[config.mk]
export PLATFORM = sky130hd
export DESIGN_NAME = pec_top
export DESIGN_NICKNAME = d
export VERILOG_FILES = /design/src/pec_pkg.sv /design/src/pec_top.sv
export SDC_FILE = /design/constraint.sdc
export NUM_CORES = 1
export LEC_CHECK = 0
export BUFFER_PORTS_ARGS = -buffer_cell sky130_fd_sc_hd__clkbuf_2
export CAP_MARGIN = 0
export CORE_MARGIN = 1
export CORE_UTILIZATION = 48
export CTS_CLUSTER_DIAMETER = 100
export DETAILED_ROUTE_END_ITERATION = 8
export GPL_TIMING_DRIVEN = 0
export PLACE_DENSITY_LB_ADDON = 0.3
export SKIP_CTS_REPAIR_TIMING = 1
export SYNTH_ARGS = -nofsm -noshare
export SYNTH_HDL_FRONTEND = slang
export SYNTH_SLANG_ARGS = --single-unit
export TNS_END_PERCENT = 20
[constraint.sdc]
create_clock -name clk_i -period 1.6 [get_ports clk_i]
set_clock_uncertainty 0.1 [all_clocks]
set_input_delay 0.08 -clock clk_i [delete_from_list [all_inputs] [get_ports clk_i]]
set_output_delay 0.08 -clock clk_i [all_outputs]
set_load 0.02 [all_outputs]
[src/pec_pkg.sv]
/*
  Package for the power event and clock stop block: register offsets, field positions,
  reset values, timing constants and the packed structs that carry pin groups.
  Assumes a 20 MHz bus clock and a 32-bit APB register bus.
*/
package pec_pkg;

  // ****************************************************************
  // Timing
  // ****************************************************************
  localparam int unsigned CLK_HZ = 20_000_000;
  localparam int unsigned DEBOUNCE_MS = 16;
  localparam int unsigned DEBOUNCE_CYC = (CLK_HZ / 1000) * DEBOUNCE_MS;
  localparam int unsigned DB_W = 20;
  localparam int unsigned EXT_REARM_CYC = 4;

  // ****************************************************************
  // Register map (byte addresses)
  // ****************************************************************
  localparam logic [7:0] ADDR_STATUS = 8'h00;
  localparam logic [7:0] ADDR_CLEAR = 8'h04;
  localparam logic [7:0] ADDR_ENABLE = 8'h08;
  localparam logic [7:0] ADDR_CTRL = 8'h0C;
  localparam logic [7:0] ADDR_PINS = 8'h10;

  // Event bit positions shared by status, clear and enable.
  localparam int unsigned EV_EXT = 0;
  localparam int unsigned EV_LID = 1;
  localparam int unsigned EV_PWR = 2;
  localparam int unsigned EV_RING = 3;
  localparam int unsigned EV_REQ = 4;
  localparam int unsigned EV_SERIAL = 5;
  localparam int unsigned EV_N = 6;

  // Control register fields.
  localparam int unsigned CT_CPU_STOP = 0;
  localparam int unsigned CT_BUS_STOP = 1;
  localparam int unsigned CT_BATTERY_LOW_N_BLOCK = 2;
  localparam int unsigned CT_N = 3;
  localparam logic [CT_N-1:0] CTRL_RST = 3'h0;
  localparam logic [EV_N-1:0] EN_RST = 6'h00;

  // Pin readback fields.
  localparam int unsigned PN_BATTERY_LOW_N = 0;
  localparam int unsigned PN_LID = 1;
  localparam int unsigned PN_RING = 2;
  localparam int unsigned PN_PWR = 3;
  localparam int unsigned PN_REQ = 4;
  localparam int unsigned PN_WAKE = 8;

  localparam int unsigned NREQ = 4;

  typedef struct packed {
    logic battery_low_n;
    logic lid;
    logic power_button_n;
    logic ring_indicate_n;
    logic [NREQ-1:0] master_request_mon_n;
  } pec_events_t;

  typedef struct packed {
    logic usb_port_a_pos;
    logic usb_port_a_neg;
    logic usb_port_b_pos;
    logic usb_port_b_neg;
  } pec_usb_t;

endpackage : pec_pkg

[src/pec_top.sv]
/*
  Power event and clock stop block: event capture, debounce, management interrupt,
  clock stop requests and USB pin idle control, with an APB register slave.
  Assumes all inputs except the external management interrupt pin are synchronous
  to clk_i, and that the bus clock keeps running while other bus clocks stop.
*/
`timescale 1ns/1ps
module pec_top
  import pec_pkg::*;
#(
  parameter int unsigned DEBOUNCE_CYCLES = DEBOUNCE_CYC
) (
  // Clock and resets
  input wire logic clk_i,
  input wire logic nrst_i,
  input wire logic resume_well_reset_n_i,
  // APB slave
  input wire logic psel_i,
  input wire logic penable_i,
  input wire logic pwrite_i,
  input wire logic [7:0] paddr_i,
  input wire logic [31:0] pwdata_i,
  output logic [31:0] prdata_o,
  output logic pready_o,
  output logic pslverr_o,
  // Event inputs
  input wire pec_events_t events_i,
  input wire logic suspended_i,
  input wire logic serial_mgmt_req_i,
  // External management interrupt open-drain pin
  input wire logic ext_mgmt_irq_n_i,
  output logic ext_mgmt_irq_n_o,
  output logic ext_mgmt_irq_n_oe_o,
  // Outputs
  output logic mgmt_irq_n_o,
  output logic irq_o,
  output logic wake_o,
  output logic cpu_clock_stop_n_o,
  output logic bus_clock_stop_n_o,
  output pec_usb_t usb_o,
  output pec_usb_t usb_oe_o
);

  // ****************************************************************
  // Registers
  // ****************************************************************
  logic [EV_N-1:0] status;
  logic [EV_N-1:0] enable;
  logic [CT_N-1:0] ctrl;
  logic [EV_N-1:0] ev_pulse;
  logic [EV_N-1:0] clr_mask;
  logic wr_en;
  logic rd_en;
  logic lid_db;
  logic pwr_db;
  logic wake_req;

  // Read data is loaded in the setup cycle, so it already stands at the access edge.
  assign wr_en = psel_i & penable_i & pwrite_i;
  assign rd_en = psel_i & ~penable_i & ~pwrite_i;
  assign pready_o = 1'b1;
  assign pslverr_o = 1'b0;
  assign clr_mask = (wr_en && paddr_i == ADDR_CLEAR) ? pwdata_i[EV_N-1:0] : '0;

  // Enable and control live in the suspend well so they survive system reset.
  always_ff @(posedge clk_i or negedge resume_well_reset_n_i) begin
    if (!resume_well_reset_n_i) begin
      enable <= EN_RST;
      ctrl <= CTRL_RST;
    end else if (wr_en) begin
      if (paddr_i == ADDR_ENABLE) begin
        enable <= pwdata_i[EV_N-1:0];
      end
      if (paddr_i == ADDR_CTRL) begin
        ctrl <= pwdata_i[CT_N-1:0];
      end
    end
  end

  // Status is sticky; an event in the same cycle as its clear wins.
  always_ff @(posedge clk_i or negedge resume_well_reset_n_i) begin
    if (!resume_well_reset_n_i) begin
      status <= '0;
    end else begin
      status <= (status & ~clr_mask) | ev_pulse;
    end
  end

  always_ff @(posedge clk_i or negedge nrst_i) begin
    if (!nrst_i) begin
      prdata_o <= '0;
    end else if (rd_en) begin
      prdata_o <= '0;
      case (paddr_i)
        ADDR_STATUS: prdata_o[EV_N-1:0] <= status;
        ADDR_ENABLE: prdata_o[EV_N-1:0] <= enable;
        ADDR_CTRL: prdata_o[CT_N-1:0] <= ctrl;
        ADDR_PINS: begin
          prdata_o[PN_BATTERY_LOW_N] <= events_i.battery_low_n;
          prdata_o[PN_LID] <= events_i.lid;
          prdata_o[PN_RING] <= events_i.ring_indicate_n;
          prdata_o[PN_PWR] <= pwr_db;
          prdata_o[PN_REQ +: NREQ] <= events_i.master_request_mon_n;
          prdata_o[PN_WAKE] <= wake_req;
        end
        default: prdata_o <= '0;
      endcase
    end
  end

  // ****************************************************************
  // External management interrupt edge detect
  // ****************************************************************
  logic ext_s1;
  logic ext_s2;
  logic ext_s3;
  logic [2:0] rearm_cnt;
  logic armed;

  // The pin is asynchronous; two flops before any edge logic looks at it.
  always_ff @(posedge clk_i or negedge nrst_i) begin
    if (!nrst_i) begin
      ext_s1 <= 1'b1;
      ext_s2 <= 1'b1;
      ext_s3 <= 1'b1;
    end else begin
      ext_s1 <= ext_mgmt_irq_n_i;
      ext_s2 <= ext_s1;
      ext_s3 <= ext_s2;
    end
  end

  // The detector rearms only after the line has been high for a few clocks.
  always_ff @(posedge clk_i or negedge nrst_i) begin
    if (!nrst_i) begin
      rearm_cnt <= '0;
      armed <= 1'b0;
    end else if (!ext_s2) begin
      rearm_cnt <= '0;
      armed <= 1'b0;
    end else if (rearm_cnt < 3'(EXT_REARM_CYC - 1)) begin
      rearm_cnt <= rearm_cnt + 3'd1;
    end else begin
      armed <= 1'b1;
    end
  end

  assign ev_pulse[EV_EXT] = armed & ext_s3 & ~ext_s2 & enable[EV_EXT];

  // The block drives the shared pin low only for its own serial interrupt request.
  assign ext_mgmt_irq_n_o = 1'b0;
  assign ext_mgmt_irq_n_oe_o = serial_mgmt_req_i;
  assign ev_pulse[EV_SERIAL] = 1'b0;

  // ****************************************************************
  // Debounce for lid and power button
  // ****************************************************************
  logic [1:0] db_in;
  logic [1:0] db_out;
  logic [1:0] db_edge;
  assign db_in = {events_i.power_button_n, events_i.lid};

  generate
    for (genvar g = 0; g < 2; g++) begin : g_db
      logic [DB_W-1:0] cnt;
      logic stable;
      // A new level is accepted only after it has held for the whole interval.
      always_ff @(posedge clk_i or negedge resume_well_reset_n_i) begin
        if (!resume_well_reset_n_i) begin
          cnt <= '0;
          stable <= 1'b1;
        end else if (db_in[g] == stable) begin
          cnt <= '0;
        end else if (cnt >= DB_W'(DEBOUNCE_CYCLES - 1)) begin
          cnt <= '0;
          stable <= db_in[g];
        end else begin
          cnt <= cnt + DB_W'(1);
        end
      end
      assign db_out[g] = stable;
      assign db_edge[g] = (db_in[g] != stable) && (cnt >= DB_W'(DEBOUNCE_CYCLES - 1));
    end
  endgenerate

  assign lid_db = db_out[0];
  assign pwr_db = db_out[1];
  assign ev_pulse[EV_LID] = db_edge[0] & enable[EV_LID];
  assign ev_pulse[EV_PWR] = db_edge[1] & ~db_in[1] & enable[EV_PWR];

  // ****************************************************************
  // Ring indicate and bus master activity
  // ****************************************************************
  logic ring_q;
  logic [NREQ-1:0] req_q;

  always_ff @(posedge clk_i or negedge resume_well_reset_n_i) begin
    if (!resume_well_reset_n_i) begin
      ring_q <= 1'b1;
      req_q <= '1;
    end else begin
      ring_q <= events_i.ring_indicate_n;
      req_q <= events_i.master_request_mon_n;
    end
  end

  assign ev_pulse[EV_RING] = ring_q & ~events_i.ring_indicate_n & enable[EV_RING];
  assign ev_pulse[EV_REQ] = (|(req_q & ~events_i.master_request_mon_n))
                            & enable[EV_REQ];

  // ****************************************************************
  // Interrupt, wake and clock stop outputs
  // ****************************************************************
  logic irq_q;
  logic blocked;

  assign blocked = ctrl[CT_BATTERY_LOW_N_BLOCK] & ~events_i.battery_low_n;
  assign wake_req = suspended_i & (|(status & enable)) & ~blocked;
  assign irq_o = |(status & enable);
  assign mgmt_irq_n_o = ~irq_q;

  always_ff @(posedge clk_i or negedge nrst_i) begin
    if (!nrst_i) begin
      irq_q <= 1'b0;
      wake_o <= 1'b0;
      cpu_clock_stop_n_o <= 1'b1;
      bus_clock_stop_n_o <= 1'b1;
    end else begin
      irq_q <= |(status & enable);
      wake_o <= wake_req;
      cpu_clock_stop_n_o <= ~ctrl[CT_CPU_STOP];
      bus_clock_stop_n_o <= ~ctrl[CT_BUS_STOP];
    end
  end

  // The USB transceiver logic is outside this block, so its pins stay released.
  assign usb_o = '0;
  assign usb_oe_o = '0;

  logic unused_ok;
  assign unused_ok = ^{pwdata_i[31:EV_N], lid_db};

endmodule : pec_top

=== After elaboration in Yosys (flattened, before gate mapping) ===
Cells that the tools add are included.

* Output and inout bits: 49
* Register bits after elaboration: 82
* Input bits: 57
* Logic and storage cells: 91

* Eq/ne operators: 10
* Multiplexer cells: 12
* Add/subtract/negate cells: 3
* Order comparisons: 3
* Bitwise operators: 34
* Reduce and logical (&&, ||, !) cells: 10

{| class="wikitable"
|+ Operators with widths
! kind !! number
|-
| 20-bit 2-to-1 mux || 4
|-
| 20-bit by 1-bit adder with 20-bit output (second input constant) || 2
|-
| 20-bit by 19-bit greater-or-equal comparator with 1-bit output (second input constant) || 2
|-
| 1-bit AND || 16
|-
| 8-bit by 4-bit == test with 1-bit output (second input constant) || 2
|-
| 6-bit AND || 2
|-
| 1-bit NOT || 12
|-
| 3-bit case mux with 4 select lines || 1
|-
| 3-bit 2-to-1 mux || 3
|-
| 3-bit case mux with 3 select lines || 1
|-
| 8-bit by 3-bit == test with 1-bit output (second input constant) || 1
|-
| 8-bit by 5-bit == test with 1-bit output (second input constant) || 1
|-
| 8-bit zero test || 1
|-
| 2-bit AND reduction || 4
|-
| 6-bit 2-to-1 mux || 1
|-
| 6-bit NOT || 1
|-
| 6-bit by 5-bit OR with 6-bit output || 1
|-
| 6-bit OR reduction || 1
|-
| 4-bit AND || 1
|-
| 4-bit NOT || 1
|-
| 4-bit OR reduction || 1
|-
| 3-bit by 1-bit adder with 3-bit output (second input constant) || 1
|-
| 1-bit logical AND || 3
|-
| 3-bit by 2-bit less-than comparator with 1-bit output (second input constant) || 1
|-
| 5 further kinds || 8
|}

=== Longest topological paths before layout ===
Gate-level depths: netlist of run 1.

* Depth after elaboration: 7
* Gate-level depth with buffers: 7
* Depth with buffers taken out: 6

=== Worst setup path before layout of run 1 ===
OpenSTA, ideal clock, no wires.

* Path type: register to register
* Start point: reg g_db[0].cnt[0]
* End point: reg g_db[0].cnt[11]
* Required time: 1.379 ns
* Library setup time: 0.121 ns
* Period minus slack after synthesis: 1.767 ns
* Path buffers: 1
* Stages on the path, launching flop included: 8
* Arrival: 1.546 ns
* Path slack: -0.167 ns
* Cell sequence: dfrtp_1 > ha_1 > nand4_1 > nor2_1 > nand4_1 > nand3_2 > buf_2 > nor2_1

* Word-level cells in the longest chain between the ends: 3
* Elaborated cells between the ends (all ways): 4
* Classes of those cells: add/sub: 1; order compare: 1; mux: 2

{| class="wikitable"
|+ RTL lines
! item !! line !! text
|-
| from (decl) || pec_top.sv:165 || <nowiki>logic [DB_W-1:0] cnt;</nowiki>
|-
| from (signal assigned) || pec_top.sv:178 || <nowiki>cnt <= cnt + DB_W'(1);</nowiki>
|-
| 20-bit by 1-bit adder with 20-bit output / 20-bit by 19-bit greater-or-equal comparator with 1-bit output (equally long branches) || pec_top.sv:178, pec_top.sv:174 ||
|-
| 20-bit 2-to-1 mux (*) || pec_top.sv:174 || <nowiki>end else if (cnt >= DB_W'(DEBOUNCE_CYCLES - 1)) begin</nowiki>
|-
| 20-bit 2-to-1 mux (*) || pec_top.sv:172 || <nowiki>end else if (db_in[g] == stable) begin</nowiki>
|}

Mark *: on every way between the ends. The rest lies on a longest branch, timed or not.
A chain may end at the register's enable or synchronous reset.

=== Worst setup path after layout of run 1 ===
* Start point: reg g_db[1].cnt[16]
* End point: reg g_db[1].cnt[6]

* Word-level cells in the longest chain between the ends: 3

{| class="wikitable"
|+ RTL lines
! item !! line
|-
| from (decl) || pec_top.sv:165
|-
| from (signal assigned) || pec_top.sv:178
|-
| 20-bit by 19-bit greater-or-equal comparator with 1-bit output || pec_top.sv:174
|-
| 20-bit 2-to-1 mux || pec_top.sv:174
|-
| 20-bit 2-to-1 mux || pec_top.sv:172
|}

No other way between the ends.

==> run_results.csv, run 1 <==
group,metric,value,unit
sta,slew_headroom,44.6,%
die,core-area,7890,um2
pwr,power_density,844,nW/um2
worst_setup_path,critPathMaxFanout,5,
clocking,clk_pin_slew,0.08,ns
yosys,ys_seq_area_share,51.8,%
yosys,yosys_register_bits,82,
pwr,p_sw_share,25.3,%
grt,gr-total-overflow,0,
sta,tightest_slew,0.830,ns
pwr,pwr-share-comb,13.5,%
yosys,synth_top_cell_by_area,"dfrtp_1",
sta,rsz0062_at_grt,"yes",
pwr,p_clk_share,36.8,%
drt,ant_nets,0,
grt,use_met3,4.31,%
final_layout,n_fill_cell,594,
drt,vias,3066,
place,port_buffers,43,
grt,grt.total_usage,18.1,%
drt,routed_wl,8.19,mm
sta,finalHoldViolCount,0,
grt,grt_pass1_vias,2766,
drt,post_drt_wl_per_cell,13.2,um
yosys,syn_area,3990,um2
sta,finalCriticalPeriod,1.75,ns
grt,use_met2,30.3,%
final_layout,layout.nets,574,
die,dieArea,8680,um2
worst_setup_path,rr_startpoint,"g_db[1].cnt[16]",
yosys,synth.top_cell.area_share,43.9,%
worst_setup_path,crit_start,"g_db[1].cnt[16]",
final_layout,final_cell_mix,"66 x dfrtp_1, 59 x buf_4, 42 x clkbuf_2",
worst_setup_path,endpoint,"g_db[1].cnt[6]",
yosys,yosys_warnings,0,
pwr,p_leak,2.54,nW
pwr,internal-power,3.37,mW
min_path,hp-class,"primary input to flop",
clocking,clk_latency,0.35,ns
job,cap_violations,0,
clocking,htree_levels,3,
yosys,synthCells,384,
clocking,clock-sinks,82,
final_layout,diodes,0,
final_layout,syn_to_final_growth,34.2,%
pwr,p_switching,1.15,mW
drt,drc,0,
die,die_w,93.2,um
grt,antenna_found_initial,0,
worst_setup_path,timing.rr.end,"g_db[1].cnt[6]",
yosys,synth_edf_count,0,
final_layout,drive_gt1_share,37.2,%
outcome,violations,"negative setup slack",
place,dpl_cell_area,4500,um2
yosys,synth_top_cells_by_area,"dfrtp_1 44%, dfstp_2 7.9%, buf_4 6.8%, xor2_1 5.5%, nor2_1 5.1%",
clocking,cts_tree,"yes",
clocking,cts_root_buffer,"clkbuf_8",
worst_setup_path,startpoint_type,"flop",
place,place_congestion,0.837,
worst_setup_path,rr_worst_depth,6,
final_layout,final_common_cell,"dfrtp_1",
worst_setup_path,cp-end-kind,"flop",
clocking,clockBufferDepth,2,
pwr,ir_drop,0.505,mV
grt,grt_max_degree,63,
worst_setup_path,arrival,1.93,ns
sta,fmax,573,MHz
grt,grt_util_met1,22.7,%
pwr,pwr-share-seq,49.8,%
yosys,synth_cell_type_count,49,
grt,grt.busiest_layer,"met2",
clocking,cts_buffers,9,
sta,finalWorstSetupSlack,-0.146,ns
outcome,status,"complete, but fails checks",
grt,grt_pass1_wl,12.2,mm
die,start_util,50.6,%
die,die_h,93.2,um
yosys,synth-main-ff-cell,"dfrtp_1",
die,ios,106,
place,hpwl,5.28,mm
drt,via_per_inst,4.94,
worst_setup_path,reg2reg_setup_slack,-0.15,ns
final_layout,fin_area,5360,um2
worst_setup_path,required,1.78,ns
sta,min_period_over_period,109,%
drt,firstDrtPassIters,5,
die,rows,32,
yosys,postSynthAreaPerCell,10.4,um2
sta,setup_viol,38,
worst_setup_path,path_class,"flop to flop",
drt,drt_iter0_drc,184,
sta,slew_violations,0,
place,pre_cts_slack,-0.302,ns
yosys,ys_async_sr_fraction,100,%
==> cell type report <==
| cell class | instances | area [um2] | area share [%] |
|---|---|---|---|
| buffer | 42 | 319 | 5.96 |
| clock buffer | 10 | 138 | 2.57 |
| clock inverter | 6 | 90.1 | 1.68 |
| inverter | 12 | 45.0 | 0.841 |
| multi-input combinational | 282 | 1970 | 36.7 |
| sequential | 82 | 2070 | 38.7 |
| tap | 102 | 128 | 2.38 |
| timing repair buffer | 85 | 597 | 11.1 |
==> how the worst min path moves through the flow <==
stage | startpoint | to | slack, ns | depth (start not counted)
CTS | nrst_i | rearm_cnt[0] | -0.42 | 1
finish | events_i[7] | prdata_o[0] | 0.03 | 4
floorplan | nrst_i | armed | -0.32 | 0
global placement | nrst_i | rearm_cnt[0] | -0.04 | 1
global route | events_i[7] | prdata_o[0] | 0.04 | 4
detailed placement | nrst_i | rearm_cnt[2] | -0.04 | 1
==> Yosys cell counts, drive strengths merged (2+ instances only) <==
cell and instances:
nand2 30, mux2 11, and3 10, nand4 7, dfstp 12, a21boi 3, a22oi 4, inv 12
nand3 21, nor2 55, a22o 10, xor2 25, nand2b 2, o21ai 7, mux2i 5, ha 3
conb 2, xnor2 11, dfrtp 70, nor3 9, and4 4, a21oi 9, a32o 2, buf 41
nor2b 3
==> logic make-up (layout without fill, tap and decap cells) <==
| kind of cell | Yosys count | count (layout) | share of synthesized area, % |
|---|---|---|---|
| compound gates | 43 | 43 | 7.84 |
| xor+xnor | 36 | 36 | 7.90 |
| fa+ha+maj | 3 | 3 | 0.941 |
| buf+inv | 54 | 155 | 8.78 |
| flops | 82 | 82 | 51.8 |
| mux | 16 | 16 | 4.36 |
| other cells | 2 | 36 | 0.188 |
| simple gates | 148 | 148 | 18.2 |
==> registers in the layout, summed over array words and instances, names as in the netlist <==
signal and cells:
irq_q 1, req_q 4, armed 1, ext_s2 1, ext_s3 1, g_db.stable 2
enable 6, ext_s1 1, status 6, bus_clock_stop_n_o 1, rearm_cnt 3, g_db.cnt 40
ctrl 3, cpu_clock_stop_n_o 1, prdata_o 9, ring_q 1, wake_o 1
==> per-layer routing <==
metal	vias to the layer above	part of all wire (%)
met4	0	0.98
li1	1500	-
met3	7	3.3
met5	-	0
met1	1488	42
met2	71	53
==> per-stage QoR <==
| step | hold slack [ns] | util (%) | TNS, ns | std cells | power [mW] |
|---|---|---|---|---|---|
| 6_report | 0.0293 | 67.9 | -3.64 | 621 | 4.52 |
| 5_1_grt | 0.0362 | 67.9 | -6.72 | 621 | 4.74 |
| 4_1_cts | -0.418 | 59.9 | -7.85 | 579 | 4.41 |
| 3_5_place_dp | -0.0390 | 57.0 | -10.30 | 563 | 2.75 |
| 3_3_place_gp | -0.0427 | 57.0 | -8.51 | 563 | 2.73 |
| 2_1_floorplan | -0.316 | - | -0.663 | 418 | 2.60 |
==> worst max-delay path, cell delays in order (launching register included) <==
cell and delay [ns]:
dfrtp_1 0.44, o21a_1 0.19, a311o_1 0.30, a31oi_4 0.24
nand2_4 0.13, buf_4 0.18, nor2_1 0.10
==> power by group through the flow <==
| stage | registers [mW] | logic (mW) | clock network, mW |
|---|---|---|---|
| 3_3_place_gp | 2.27 | 0.460 | 0 |
| 6_report | 2.25 | 0.609 | 1.66 |
| 5_1_grt | 2.26 | 0.688 | 1.79 |
| 3_5_place_dp | 2.28 | 0.471 | 0 |
| 4_1_cts | 2.24 | 0.471 | 1.70 |
| 2_1_floorplan | 2.26 | 0.336 | 0 |
(Power assumes the default switching activity.)
==> run 2: changes to the inputs <==
BUFFER_PORTS_ARGS = default   (was -buffer_cell sky130_fd_sc_hd__clkbuf_2)
CORE_MARGIN = 8   (was 1)
CORE_UTILIZATION = 55   (was 48)
DONT_BUFFER_PORTS = 1   (was default)
==> run 2 against run 1 <==
The run still ends with negative setup slack left. Critical path depth stayed put. Flip-flop and latch count did not move. Fmax is 1.2% higher. First-iteration DRC count down 35%. Count of clock-buffer cells in the layout fell by 1. Sequential share of layout area is 2.9 points higher. Global-route usage is 2.3 points lower. Combinational power decreased by 14%. Wire length increased by 1.6%. Cell count fell by 7.9%. Highest routed layer unchanged.
==> run_results.csv, run 2 (synthesis gave the netlist of run 1 again) <==
group,metric,value,unit
outcome,status,"complete, but fails checks",
outcome,violations,"negative setup slack",
sta,finalCriticalPeriod,1.73,ns
drt,routed_wl,8.33,mm
final_layout,final_core_util,69.7,%
drt,via_per_inst,5.05,
pwr,pwr-share-seq,53.5,%
pwr,power_density,845,nW/um2
worst_setup_path,critPathMaxFanout,4,
worst_setup_path,reg2reg_setup_slack,-0.13,ns
drt,ant_nets,0,
drt,drt_iter0_drc,119,
die,rows,31,
drt,post_drt_wl_per_cell,14.6,um
grt,grt_pass1_vias,2760,
pwr,ir_drop,0.550,mV
worst_setup_path,startpoint_type,"flop",
die,ios,106,
drt,firstDrtPassIters,4,
final_layout,diodes,0,
worst_setup_path,path_common_cell,"nand4_1",
die,die_w,101,um
clocking,htree_levels,3,
die,core-area,7140,um2
die,start_util,55.9,%
sta,slew_violations,0,
place,place_congestion,0.827,
pwr,p_switching,1.20,mW
final_layout,top_register,"g_db.cnt",
sta,min_period_over_period,108,%
place,hpwl,5.65,mm
clocking,clk_pin_slew,0.09,ns
grt,grt_pass1_wl,12.9,mm
clocking,clockBufferDepth,2,
final_layout,final_common_cell,"dfrtp_1",
clocking,clock-sinks,82,
worst_setup_path,max_stage_delay,0.43,ns
pwr,p_sw_share,28.4,%
place,pre_cts_slack,-0.277,ns
final_layout,final_cell_mix,"67 x dfrtp_1, 54 x buf_4, 51 x nor2_1",
sta,finalWorstSetupSlack,-0.126,ns
worst_setup_path,crit_chain,"ha_4 -> nand4_1 -> nor2_4 -> nand4_1 -> nand2_1 -> mux2_4",
job,cap_violations,0,
place,port_buffers,0,
grt,antenna_found_initial,0,
die,dieArea,10200,um2
clocking,clk_latency,0.36,ns
pwr,pwr-share-comb,12.5,%
worst_setup_path,arrival,1.92,ns
grt,gr-total-overflow,0,
sta,rsz0062_at_grt,"yes",
final_layout,reg_top3,"g_db.cnt (40), prdata_o (9)",
sta,finalHoldViolCount,0,
worst_setup_path,path_class,"flop to flop",
final_layout,syn_to_final_growth,24.6,%
worst_setup_path,slowest_stage,"dfrtp_1",
clocking,cts_root_buffer,"clkbuf_8",
final_layout,largest_reg_flops,40,
final_layout,drive_gt1_share,27.1,%
final_layout,layout.nets,528,
worst_setup_path,cp-end-kind,"flop",
drt,vias,2886,
sta,fmax,579,MHz
clocking,cts_tree,"yes",
drt,drc,0,
worst_setup_path,required,1.79,ns
grt,grt_max_degree,63,
sta,setup_viol,35,
sta,tightest_slew,0.916,ns
clocking,cts_buffers,9,
pwr,p_clk_share,34.0,%
grt,grt.total_usage,15.8,%
pwr,p_leak,2.33,nW
min_path,hp-class,"primary input to flop",
die,die_h,101,um
pwr,internal-power,3.01,mW
sta,slew_headroom,38.7,%
## run 2: path summary, 6_finish.rpt
| path | startpoint | endpoint | cells past startpoint |
|---|---|---|---|
| worst max-delay path | g_db[0].cnt[0] | g_db[0].stable | 6 |
| worst min-delay path | paddr_i[1] | prdata_o[3] | 4 |
| worst max register to register | g_db[0].cnt[0] | g_db[0].stable | 6 |
| worst min register to register | ext_s1 | ext_s2 | 0 |
| max in group asynchronous | nrst_i | prdata_o[1] | 1 |
| min in group asynchronous | resume_well_reset_n_i | g_db[1].cnt[16] | 2 |
## run 2: routing by layer
| metal | up-vias | wire (um) | track usage, % |
|---|---|---|---|
| met2 | 71 | 4330 | 27.1 |
| met4 | 0 | 106 | 4.70 |
| li1 | 1410 | - | - |
| met5 | - | 0 | 0 |
| met3 | 10 | 503 | 6.12 |
| met1 | 1395 | 3390 | 17.6 |
## run 2: metrics by stage
step / std cells / cell area (um2) / TNS (ns) / power (mW) / hold WS [ns]
detailed placement: 517 / 4280 / -7.76 / 2.66 / -0.315
floorplan: 418 / 4150 / -0.663 / 2.60 / -0.316
global placement: 517 / 4280 / -7.38 / 2.64 / -0.315
global route: 572 / 4970 / -6.15 / 4.39 / 0.0341
CTS: 533 / 4470 / -7.47 / 4.10 / -0.710
finish: 572 / 4970 / -2.91 / 4.21 / 0.0284
## run 2: final cells by class
type / count / area [um2]
Timing Repair Buffer: 39 / 364
Fill cell: 529 / 2160
Inverter: 12 / 45.0
Clock inverter: 7 / 67.6
Buffer: 42 / 319
Clock buffer: 9 / 124
Tap cell: 99 / 124
Sequential cell: 82 / 2070
Multi-Input combinational cell: 282 / 1860
## run 2: critical path: cells and delay by family (launching register included)
kind | cells | cell delay, ns
AND/OR/NAND/NOR | 4 | 0.66
flip-flops | 1 | 0.43
multiplexers | 1 | 0.31
adder cells (fa/ha/maj) | 1 | 0.17
## run 2: power by group through the flow
stage	logic, mW	clock network (mW)	registers, mW
4_1_cts	0.383	1.48	2.24
5_1_grt	0.584	1.55	2.26
2_1_floorplan	0.336	0	2.26
3_3_place_gp	0.368	0	2.28
6_report	0.524	1.43	2.25
3_5_place_dp	0.381	0	2.28
